[src/include/accr_regs.vh]
`ifndef ACCR_REGS_VH
`define ACCR_REGS_VH

// ----------------------------------------------------------------
// Register indices
// ----------------------------------------------------------------
`define ACCR_IDX_CAL_EN      10'h001
`define ACCR_IDX_CTRL_A      10'h002
`define ACCR_IDX_CTRL_B      10'h003

// ----------------------------------------------------------------
// Reset values
// ----------------------------------------------------------------
`define ACCR_RST_CAL_EN      16'h0000
`define ACCR_RST_CTRL_A      16'h0FF0
`define ACCR_RST_CTRL_B      16'h0164

// ----------------------------------------------------------------
// Field positions
// ----------------------------------------------------------------
`define ACCR_CAL_EN_LO       8
`define ACCR_CAL_EN_HI       11
`define ACCR_FP_SKIP_LO      12
`define ACCR_FP_SKIP_HI      13
`define ACCR_LP_SKIP_LO      14
`define ACCR_LP_SKIP_HI      15
`define ACCR_FF_SKIP_LO      0
`define ACCR_FF_SKIP_HI      3
`define ACCR_FP_HOLD_LO      4
`define ACCR_FP_HOLD_HI      7
`define ACCR_LP_HOLD_LO      8
`define ACCR_LP_HOLD_HI      11
`define ACCR_TIMEOUT_LO      12
`define ACCR_TIMEOUT_HI      13
`define ACCR_FORCED_BIT      14
`define ACCR_RESTART_BIT     15
`define ACCR_RECAL_LO        0
`define ACCR_RECAL_HI        7
`define ACCR_RATE_LO         8
`define ACCR_RATE_HI         13
`define ACCR_SLOW_LO         14
`define ACCR_SLOW_HI         15

// ----------------------------------------------------------------
// Counts and limits
// ----------------------------------------------------------------
`define ACCR_MAX_CODE        4'hB
`define ACCR_FP_HOLD_MUL     16
`define ACCR_LP_HOLD_MUL     4
`define ACCR_TIMEOUT_BASE    5

`endif

[src/logic/accr_ctrl_regs.v]
// Notes on behaviour
// - Full-power skip code 0..3 skips 3, 7, 15 or 31 samples.
// - Low-power skip code 0..3 skips 0, 1, 2 or 3 samples.
// - Fast-filter skip N admits one sequence after N skipped, max 11.
// - Full power holds calibration for count times 16 sequences.
// - Low power holds calibration for count times 4 sequences.
// - Power drops after 1.25 to 2.00 times the full-power hold time.
// - The forced-calibration bit recalibrates every stage while set.
// - Writing one to restart resets the sequence to stage 0, self-clears.
// - Recalibration level is sixteen times its field, reset 0x64.
// - Detection rate is sixteen times its field, reset one.
// - Slow-filter update setting resets to zero and is passed out.
// - A sequence has stage-count plus one stages, at most twelve.
//
// Implementation choice: the strobed register port.
`timescale 1ns/100ps
`include "accr_regs.vh"

module accr_ctrl_regs (
  input  wire        clk,
  input  wire        reset_n,
  input  wire        ce,
  input  wire [9:0]  addr,
  input  wire [15:0] wr_data,
  input  wire        wr_en,
  input  wire        rd_en,
  input  wire [3:0]  stage_count,
  input  wire        stage_done,
  input  wire        low_power,
  input  wire        prox_active,
  output reg  [15:0] rd_data_q,
  output reg  [4:0]  fp_skip_q,
  output reg  [1:0]  lp_skip_q,
  output reg  [11:0] calib_run_q,
  output reg  [11:0] recal_level_q,
  output reg  [9:0]  detect_rate_q,
  output reg  [1:0]  slow_filter_q,
  output reg         restart_q,
  output reg  [3:0]  stage_q,
  output reg         ff_admit_q,
  output reg         calib_hold_q,
  output reg         power_drop_q
);

  // ----------------------------------------------------------------
  // Helpers
  // ----------------------------------------------------------------

  // Limits a four-bit code to the largest legal value
  function [3:0] accr_clamp;
    input [3:0] code;
    begin
      if (code > `ACCR_MAX_CODE) begin
        accr_clamp = `ACCR_MAX_CODE;
      end else begin
        accr_clamp = code;
      end
    end
  endfunction

  // ----------------------------------------------------------------
  // Reset synchroniser
  // ----------------------------------------------------------------
  reg        rst_meta_q;
  reg        rst_n_q;

  // Asserts at once, releases after two edges
  always @(posedge clk or negedge reset_n) begin
    if (!reset_n) begin
      rst_meta_q <= 1'b0;
      rst_n_q    <= 1'b0;
    end else begin
      rst_meta_q <= 1'b1;
      rst_n_q    <= rst_meta_q;
    end
  end

  // ----------------------------------------------------------------
  // Register storage
  // ----------------------------------------------------------------
  reg [15:0] cal_en_q;
  reg [15:0] ctrl_a_q;
  reg [15:0] ctrl_b_q;

  wire       wr_cal_en;
  wire       wr_ctrl_a;
  wire       wr_ctrl_b;

  assign wr_cal_en = wr_en && (addr == `ACCR_IDX_CAL_EN);
  assign wr_ctrl_a = wr_en && (addr == `ACCR_IDX_CTRL_A);
  assign wr_ctrl_b = wr_en && (addr == `ACCR_IDX_CTRL_B);

  // Field views
  wire [1:0] fp_code;
  wire [1:0] lp_code;
  wire [3:0] ff_skip;
  wire [3:0] fp_hold;
  wire [3:0] lp_hold;
  wire [1:0] tmo_code;
  wire       forced;

  assign fp_code  = cal_en_q[`ACCR_FP_SKIP_HI:`ACCR_FP_SKIP_LO];
  assign lp_code  = cal_en_q[`ACCR_LP_SKIP_HI:`ACCR_LP_SKIP_LO];
  assign ff_skip  = accr_clamp(ctrl_a_q[`ACCR_FF_SKIP_HI:`ACCR_FF_SKIP_LO]);
  assign fp_hold  = ctrl_a_q[`ACCR_FP_HOLD_HI:`ACCR_FP_HOLD_LO];
  assign lp_hold  = ctrl_a_q[`ACCR_LP_HOLD_HI:`ACCR_LP_HOLD_LO];
  assign tmo_code = ctrl_a_q[`ACCR_TIMEOUT_HI:`ACCR_TIMEOUT_LO];
  assign forced   = ctrl_a_q[`ACCR_FORCED_BIT];

  // Software writes; restart bit never stored, it only pulses
  always @(posedge clk or negedge rst_n_q) begin
    if (!rst_n_q) begin
      cal_en_q  <= `ACCR_RST_CAL_EN;
      ctrl_a_q  <= `ACCR_RST_CTRL_A;
      ctrl_b_q  <= `ACCR_RST_CTRL_B;
      restart_q <= 1'b0;
    end else if (ce) begin
      if (wr_cal_en) begin
        cal_en_q <= wr_data;
      end
      if (wr_ctrl_a) begin
        ctrl_a_q <= {1'b0, wr_data[14:0]};
      end
      if (wr_ctrl_b) begin
        ctrl_b_q <= wr_data;
      end
      // One-cycle restart pulse, then self-clears
      restart_q <= wr_ctrl_a && wr_data[`ACCR_RESTART_BIT];
    end
  end

  // ----------------------------------------------------------------
  // Read port
  // ----------------------------------------------------------------

  // Data one cycle after the strobe; unmapped reads zero
  always @(posedge clk or negedge rst_n_q) begin
    if (!rst_n_q) begin
      rd_data_q <= 16'h0000;
    end else if (ce) begin
      rd_data_q <= 16'h0000;
      if (rd_en) begin
        case (addr)
          `ACCR_IDX_CAL_EN: rd_data_q <= cal_en_q;
          `ACCR_IDX_CTRL_A: rd_data_q <= {restart_q, ctrl_a_q[14:0]};
          `ACCR_IDX_CTRL_B: rd_data_q <= ctrl_b_q;
          default:          rd_data_q <= 16'h0000;
        endcase
      end
    end
  end

  // ----------------------------------------------------------------
  // Decoded settings
  // ----------------------------------------------------------------
  reg  [4:0] fp_skip_d;
  wire [3:0] cal_hi;

  assign cal_hi = cal_en_q[`ACCR_CAL_EN_HI:`ACCR_CAL_EN_LO];

  // Full-power skip decode
  always @* begin
    case (fp_code)
      2'b00:   fp_skip_d = 5'h03;
      2'b01:   fp_skip_d = 5'h07;
      2'b10:   fp_skip_d = 5'h0F;
      2'b11:   fp_skip_d = 5'h1F;
      default: fp_skip_d = 5'h03;
    endcase
  end

  // Registered copies of the decoded settings
  always @(posedge clk or negedge rst_n_q) begin
    if (!rst_n_q) begin
      fp_skip_q     <= 5'h03;
      lp_skip_q     <= 2'h0;
      calib_run_q   <= 12'h000;
      recal_level_q <= 12'h640;
      detect_rate_q <= 10'h010;
      slow_filter_q <= 2'h0;
    end else if (ce) begin
      fp_skip_q     <= fp_skip_d;
      lp_skip_q     <= lp_code;
      // Forced calibration overrides every stage enable
      calib_run_q   <= {cal_hi, cal_en_q[7:0]} | {12{forced}};
      recal_level_q <= {ctrl_b_q[`ACCR_RECAL_HI:`ACCR_RECAL_LO],
                        4'h0};
      detect_rate_q <= {ctrl_b_q[`ACCR_RATE_HI:`ACCR_RATE_LO],
                        4'h0};
      slow_filter_q <= ctrl_b_q[`ACCR_SLOW_HI:`ACCR_SLOW_LO];
    end
  end

  // ----------------------------------------------------------------
  // Stage sequencer
  // ----------------------------------------------------------------
  wire [3:0] last_stage;
  wire       seq_end;

  assign last_stage = accr_clamp(stage_count);
  assign seq_end    = stage_done && (stage_q >= last_stage);

  // Walks stages 0..last; restart returns to stage 0
  always @(posedge clk or negedge rst_n_q) begin
    if (!rst_n_q) begin
      stage_q <= 4'h0;
    end else if (ce) begin
      if (restart_q) begin
        stage_q <= 4'h0;
      end else if (seq_end) begin
        stage_q <= 4'h0;
      end else if (stage_done) begin
        stage_q <= stage_q + 4'h1;
      end
    end
  end

  // ----------------------------------------------------------------
  // Fast-filter sequence skipping
  // ----------------------------------------------------------------
  reg  [3:0] ff_cnt_q;

  // Admits one sequence once N have been skipped
  always @(posedge clk or negedge rst_n_q) begin
    if (!rst_n_q) begin
      ff_cnt_q   <= 4'h0;
      ff_admit_q <= 1'b0;
    end else if (ce) begin
      ff_admit_q <= 1'b0;
      if (restart_q) begin
        ff_cnt_q <= 4'h0;
      end else if (seq_end) begin
        if (ff_cnt_q >= ff_skip) begin
          ff_cnt_q   <= 4'h0;
          ff_admit_q <= 1'b1;
        end else begin
          ff_cnt_q <= ff_cnt_q + 4'h1;
        end
      end
    end
  end

  // ----------------------------------------------------------------
  // Calibration hold and power-drop timeout
  // ----------------------------------------------------------------
  reg  [7:0] hold_q;
  reg  [7:0] hold_d;
  reg  [8:0] idle_q;
  reg  [8:0] idle_d;
  wire [7:0] fp_len;
  wire [7:0] lp_len;
  wire [8:0] tmo_len;
  wire [3:0] tmo_mul;

  // Hold lengths in sequences of the current mode
  assign fp_len  = {fp_hold, 4'h0};
  assign lp_len  = {2'b00, lp_hold, 2'b00};
  // Timeout = fp_hold * 16 * (5 + code) / 4 = fp_hold * 4 * (5 + code)
  assign tmo_mul = {2'b00, tmo_code} + 4'h5;
  // Product fits seven bits (15 * 8); two low zeros multiply by four
  assign tmo_len = {({3'h0, fp_hold} * {3'h0, tmo_mul}),
                    2'b00};

  // Next hold and idle counts, stepped per finished sequence
  always @* begin
    hold_d = hold_q;
    idle_d = idle_q;
    if (seq_end) begin
      if (prox_active) begin
        hold_d = low_power ? lp_len : fp_len;
        idle_d = 9'h000;
      end else begin
        if (hold_q != 8'h00) begin
          hold_d = hold_q - 8'h01;
        end
        if (!low_power && (idle_q < tmo_len)) begin
          idle_d = idle_q + 9'h001;
        end
      end
    end
    if (low_power) begin
      idle_d = 9'h000;
    end
  end

  // Hold and idle state, registered flags
  always @(posedge clk or negedge rst_n_q) begin
    if (!rst_n_q) begin
      hold_q       <= 8'h00;
      idle_q       <= 9'h000;
      calib_hold_q <= 1'b0;
      power_drop_q <= 1'b0;
    end else if (ce) begin
      hold_q       <= hold_d;
      idle_q       <= idle_d;
      calib_hold_q <= (hold_d != 8'h00) && !forced;
      power_drop_q <= !low_power && (idle_d >= tmo_len);
    end
  end

endmodule

[config.mk]
export PLATFORM = sky130hd
export DESIGN_NAME = accr_ctrl_regs
export DESIGN_NICKNAME = d
export VERILOG_FILES = /design/src/logic/accr_ctrl_regs.v
export VERILOG_INCLUDE_DIRS = /design/src /design/src/include
export SDC_FILE = /design/constraint.sdc
export NUM_CORES = 1
export LEC_CHECK = 0
export BUFFER_PORTS_ARGS = -buffer_cell sky130_fd_sc_hd__buf_2
export CAP_MARGIN = 20
export CORE_MARGIN = 2
export CORE_UTILIZATION = 62
export CTS_CLUSTER_SIZE = 10
export DETAILED_ROUTE_END_ITERATION = 8
export HOLD_SLACK_MARGIN = 0.06
export MAX_ROUTING_LAYER = met4
export PLACE_DENSITY = 0.86
export REMOVE_ABC_BUFFERS = 1
export SYNTH_ARGS = -nofsm -noshare
export SYNTH_HDL_FRONTEND = slang
export SYNTH_SLANG_ARGS = --single-unit
[constraint.sdc]
create_clock -name clk -period 9.1 [get_ports clk]
set_input_delay 0.455 -clock clk [delete_from_list [all_inputs] [get_ports clk]]
set_output_delay 0.455 -clock clk [all_outputs]
set_load 0.02 [all_outputs]
**Word-level counts from Yosys, hierarchy flattened**

Cells that the tools add are included.

- Add/sub/neg operators: 5
- Div/mod/pow operators: 0
- Reduce and logical (&&, ||, !) cells: 20
- Magnitude comparators: 6
- Muxes and demuxes: 22
- $mul: 1
- Shift operators: 0
- Bitwise gates (word level): 1
- Eq/ne operators: 6

Operators with widths:

| operator | number |
|---|---|
| $pmux W16 S3 | 1 |
| $mux W9 | 4 |
| $mux W4 | 8 |
| $mux W8 | 4 |
| $eq A10 B2 Y1 const B | 2 |
| $pmux W5 S4 | 1 |
| $mux W16 | 1 |
| $reduce_bool A8 Y1 | 2 |
| $or A12 B12 Y12 | 1 |
| $eq A10 B1 Y1 const B | 1 |
| $reduce_and A2 Y1 | 5 |
| $add A9 B1 Y9 const B | 1 |
| $ge A9 B9 Y1 | 1 |
| $lt A9 B9 Y1 | 1 |
| $add A4 B1 Y4 const B | 2 |
| $ge A4 B4 Y1 | 2 |
| $gt A4 B4 Y1 const B | 2 |
| $logic_and A1 B1 Y1 | 8 |
| $sub A8 B1 Y8 const B | 1 |
| $mul A4 B4 Y7 | 1 |
| $add A2 B3 Y4 const B | 1 |
| $eq A2 B2 Y1 const B | 2 |
| $mux W1 | 3 |
| $reduce_bool A3 Y1 | 1 |
| 4 further kinds | 5 |

- Bits in writable memories: 0
- Output and inout bits: 67
- Flip-flop bits (word level): 129
- Memories kept: 0
- Latch bits: 0
- Bits in read-only memories: 0

**Logic depth before layout (Yosys ltp)**

- Depth after elaboration: 10
- Mapped depth: 26

**Worst setup path before layout**

No wires, ideal clock.

- Path kind: register -> register
- From: register ctrl_a_q[12]
- To: register power_drop_q
- Arrival time: 5.233 ns
- Path buffers: 0
- Slack: 3.737 ns
- Period minus slack after synthesis: 5.363 ns
- Stages on the path, launching flop included: 25
- Required time: 8.970 ns
- Path through: dfrtp_1 > ha_1 > mux2_2 > ha_1 > fa_1 > ha_1 > a21o_1 > a21oi_1 > xor2_1 > ha_1 > a21o_1 > a211oi_1 > o21ai_2 > nor2_4 > nand4_1 > xor2_1 > nor2_1 > ha_1 > nor2b_1 > o21a_1 > o21ai_0 > a21oi_1 > or3_1 > a22oi_1 > o21ai_0

- Word-level cells in the longest chain between the ends: 10

RTL lines:

| item | RTL line | RTL |
|---|---|---|
| start, declared | accr_ctrl_regs.v:82 | `reg [15:0] ctrl_a_q;` |
| start signal, assigned | accr_ctrl_regs.v:114 | `` ctrl_a_q <= `ACCR_RST_CTRL_A; `` |
| start signal, assigned | accr_ctrl_regs.v:122 | `ctrl_a_q <= {1'b0, wr_data[14:0]};` |
| $add A2 B3 Y4 | accr_ctrl_regs.v:259 | `assign tmo_mul = {2'b00, tmo_code} + 4'h5;` |
| $mul A4 B4 Y7 | accr_ctrl_regs.v:261 | `assign tmo_len = {({3'h0, fp_hold} * {3'h0, tmo_mul}),` |
| $lt A9 B9 Y1 | accr_ctrl_regs.v:276 | `if (!low_power && (idle_q < tmo_len)) begin` |
| $logic_and A1 B1 Y1 | accr_ctrl_regs.v:276 |  |
| $mux W9 | accr_ctrl_regs.v:276 |  |
| $mux W9 | accr_ctrl_regs.v:269 | `if (prox_active) begin` |
| $mux W9 | accr_ctrl_regs.v:268 | `if (seq_end) begin` |
| $mux W9 | accr_ctrl_regs.v:281 | `if (low_power) begin` |
| named net idle_d[3] | accr_ctrl_regs.v:249 | `reg [8:0] idle_d;` |
| $ge A9 B9 Y1 | accr_ctrl_regs.v:297 | `power_drop_q <= !low_power && (idle_d >= tmo_len);` |
| $logic_and A1 B1 Y1 | accr_ctrl_regs.v:297 |  |
| end signal, assigned | accr_ctrl_regs.v:297 |  |
| end, declared | accr_ctrl_regs.v:42 | `output reg power_drop_q` |

The timed path passes the listed nets, and every way through them passes these cells.
A chain may end at the register's enable or synchronous reset.

**Worst setup path after layout**

Same ends and word-level chain as after synthesis.

==> out/qor.csv <==
metric;value;unit
avgSynthCellArea;11.1;um2
outcome;complete, no violations;
vias;5348;
nNetsFinal;785;
placed_cells;825;
cp-end-kind;flop;
cp_max_fo;9;
cts_max_level;4;
maxSlewViolCount;0;
p_leak;3.96;nW
fmax;0.168;GHz
finalWeightedCongestion;0.910;
start_util;0.633;
fin_crit;5960;ps
drc;0;
die_area;11900;um2
ys_dominant_reg_cell;dfrtp_1;
crit_family;adder cells;
worst-path-buf-inv;0;
grtUsageTotal;0.315;
pin_count;105;
clock-sinks;127;
synth_compound_area_frac;0.146;
relSlewSlack;0.336;
grt-ovfl-total;0;
synth.top_cell.area_share;0.405;
antenna_found_initial;0;
startpoint;ctrl_a_q[12];
synthAdderAreaFrac;0.0769;
ys_seq_area_frac;0.466;
cts_resized;0;
synthMuxAreaShare;0.147;
r2r-start;ctrl_a_q[12];
cts.clk_slew.worst_paths;60;ps
io_buffer_count;94;
routed_wl;17400;um
drv_cap;0;
crit_path_start_kind;flop;
cts_made_buffers;17;
grt_max_degree;85;
rsz0062_at_grt;false;
drive_above_1_share;0.346;
rows;38;
grt_pass1_wl;27800;um
holdCritStartpoint;wr_data[15];
wl_per_cell;20.2;um
power_density;208;nW/um2
first_iter_violations;395;
synthesis.area;6870;um2
dp_hpwl;10900;um
vias_per_cell;6.23;
tritoncts;done;
yosysTopAreaCell;dfrtp_1;
fin_cells;859;
yosys_register_bits;127;
worstSetupPathType;flop to flop;
crit_chain;ha_1, mux2_2, ha_1, fa_1, ha_1, a21o_1, a21oi_1, xor2_1, ha_1, a21o_1, a211oi_1, o21ai_2, nor2_4, nand4_1, xor2_1, nor2_1, ha_1, nor2b_1, o21a_1, o21ai_0, a21oi_1, or3_1, a22oi_1, o21ai_0;
arrival;6350;ps
synthXorXnorAreaFrac;0.0191;
antenna_violating_nets_post_route;0;
synth_edf_count;0;
fp.dieW;109;um
cts_root_buffer;clkbuf_8;
grt_pass1_vias;5595;
async_reset_ff_frac;1.00;
setup_tns;0;ps
synth_cells;619;
synth_top_family_by_area;multiplexers;
fin_skew;8.33;ps
max_stage_delay;530;ps
hold_violations;0;
yosysUniqueCellTypes;64;
finalCritPeriodShare;0.655;
cp_slowest_cell;dfrtp_1;
vdd_drop_max;0.161;mV
fp.coreArea;10800;um2
worstPathRequired;9490;ps
antenna_cells;0;
synthSimpleGateAreaFrac;0.103;
finalSetupViolations;0;
clkLatencyLatePin;520;ps
clk_path_buf_depth;2;
synth.area.top_cells;dfrtp_1 40%, mux2_2 14%, ha_1 7.1%, dfstp_2 6.1%, nor2_1 3.0%;
yosys_warnings;0;
syn2layout_area_growth;16.8;%
hp-class;input pin to flop;
drt-pass1-iter-count;5;
postCtsSetupBuffers;0;
total_power;1.67;mW
die_h;109;um
tightest_slew;993;ps
cpMostUsedCell;ha_1;
[report_power, final]
group          internal [mW]  leakage (nW)  switching [mW]
Clock                  0.433         0.280           0.262
Sequential             0.604          1.66          0.0526
Combinational          0.126          2.02           0.193
[kinds of logic (layout without fill, tap and decap cells)]
| group | after synthesis | after routing |
|---|---|---|
| adders and majority gates | 41 | 41 |
| xor gates and xnor gates | 15 | 15 |
| and+or+nand+nor | 140 | 140 |
| DFF | 127 | 127 |
| AOI/OAI and AO/OA | 143 | 143 |
| buffers and inverters | 61 | 152 |
| muxes | 90 | 90 |
| other | 2 | 11 |
[layer usage]
layer / up-vias / wire, um / share of wire / GRT usage
met4: 0 / 256 / 0.015 / 0.0976
met2: 218 / 8720 / 0.50 / 0.517
met1: 2683 / 7180 / 0.41 / 0.390
met5: - / 0 / 0 / -
met3: 30 / 1210 / 0.070 / 0.0729
li1: 2417 / - / - / -
[cell usage in the layout (no fill, tap or decap), types with 3 or more instances in the layout]
cell / netlist / routed
nand2b_1: 5 / 5
inv_1: 19 / 19
nand4_1: 7 / 7
nor3_1: 3 / 3
buf_2: 7 / 94
and3_1: 3 / 3
nand2_1: 23 / 23
dfstp_2: 16 / 16
o21a_1: 4 / 4
nor4_1: 4 / 4
a22oi_1: 18 / 18
nand3_1: 15 / 15
clkbuf_8: 0 / 3
o2bb2ai_1: 21 / 21
dfrtp_1: 111 / 110
o21ai_0: 32 / 32
ha_1: 39 / 39
a21oi_1: 27 / 27
conb_1: 2 / 11
nor2b_1: 7 / 7
a21o_1: 10 / 10
nor2_1: 54 / 54
xor2_1: 9 / 9
clkbuf_16: 0 / 16
xnor2_1: 6 / 6
clkinvlp_4: 0 / 5
bufinv_16: 0 / 3
mux2_2: 88 / 88
a31oi_1: 5 / 5
buf_4: 11 / 4
and2_1: 5 / 5
[layout make-up]
cell class / count / area, um2
well taps: 140 / 175
multi-input cells: 440 / 3420
repair buffers: 100 / 538
inverters: 20 / 75.1
flip-flops and latches: 127 / 3200
clock buffers: 20 / 445
fillers: 706 / 2820
clock inverters: 12 / 159
[state kept, by name (all words and copies together) (netlist names), 8 cells and up]
register	cells
ctrl_a_q	15
cal_en_q	16
calib_run_q	12
ctrl_b_q	16
recal_level_q	8
idle_q	9
rd_data_q	16
hold_q	8
[worst reg2reg max path, cell delays in order (launching register included)]
cell      delay, ps
dfrtp_1         530
ha_1            310
mux2_2          360
ha_1            300
fa_1            510
ha_1            320
a21o_1          190
a21oi_1         170
xor2_1          240
ha_1            280
a21o_1          180
a211oi_1        280
o21ai_2         170
nor2_4          200
nand4_1         170
xor2_1          170
nor2_1           70
ha_1            330
nor2b_1         130
o21a_1          160
o21ai_0         150
a21oi_1          80
or3_1           300
a22oi_1         140
o21ai_0         100
[per-stage QoR]
stage	worst slack, ps	utilization	hold slack (ps)	cell area, um2
4_1_cts	3120	0.737	179	7990
3_5_place_dp	3200	0.680	243	7370
5_1_grt	2780	0.739	189	8020
3_3_place_gp	3470	0.680	243	7370
2_1_floorplan	3720	-	159	6700
6_report	3140	0.739	190	8020
[synth_stat cells (all sizes together), types with 3 or more instances]
cell type / count
a21o: 10
a21oi: 27
a22oi: 18
a31oi: 5
and2: 5
and3: 3
buf: 19
clkbuf: 22
dfrtp: 111
dfstp: 16
ha: 39
inv: 19
mux2: 88
nand2: 23
nand2b: 5
nand3: 16
nand4: 8
nor2: 56
nor2b: 7
nor3: 3
nor4: 5
o21a: 4
o21ai: 33
o2bb2ai: 21
o41ai: 4
xnor2: 6
xor2: 9
[path summary, 6_finish.rpt]
check / endpoint / slack, ps / cells after the start
worst max register to register: power_drop_q / 3140 / 24
min in group asynchronous: rst_n_q / 240 / 2
worst max-delay path: power_drop_q / 3140 / 24
worst min register to register: recal_level_q[8] / 330 / 0
worst min-delay path: cal_en_q[15] / 190 / 2
max in group asynchronous: recal_level_q[9] / 7680 / 2
[repair_timing]
| item | 4_1_cts | 5_1_grt |
|---|---|---|
| setup endpoints to repair | 0 | 0 |
| hold buffers | 1 | 0 |
| endpoints found under the hold margin | 2 | 0 |
(Power assumes the default switching activity.)
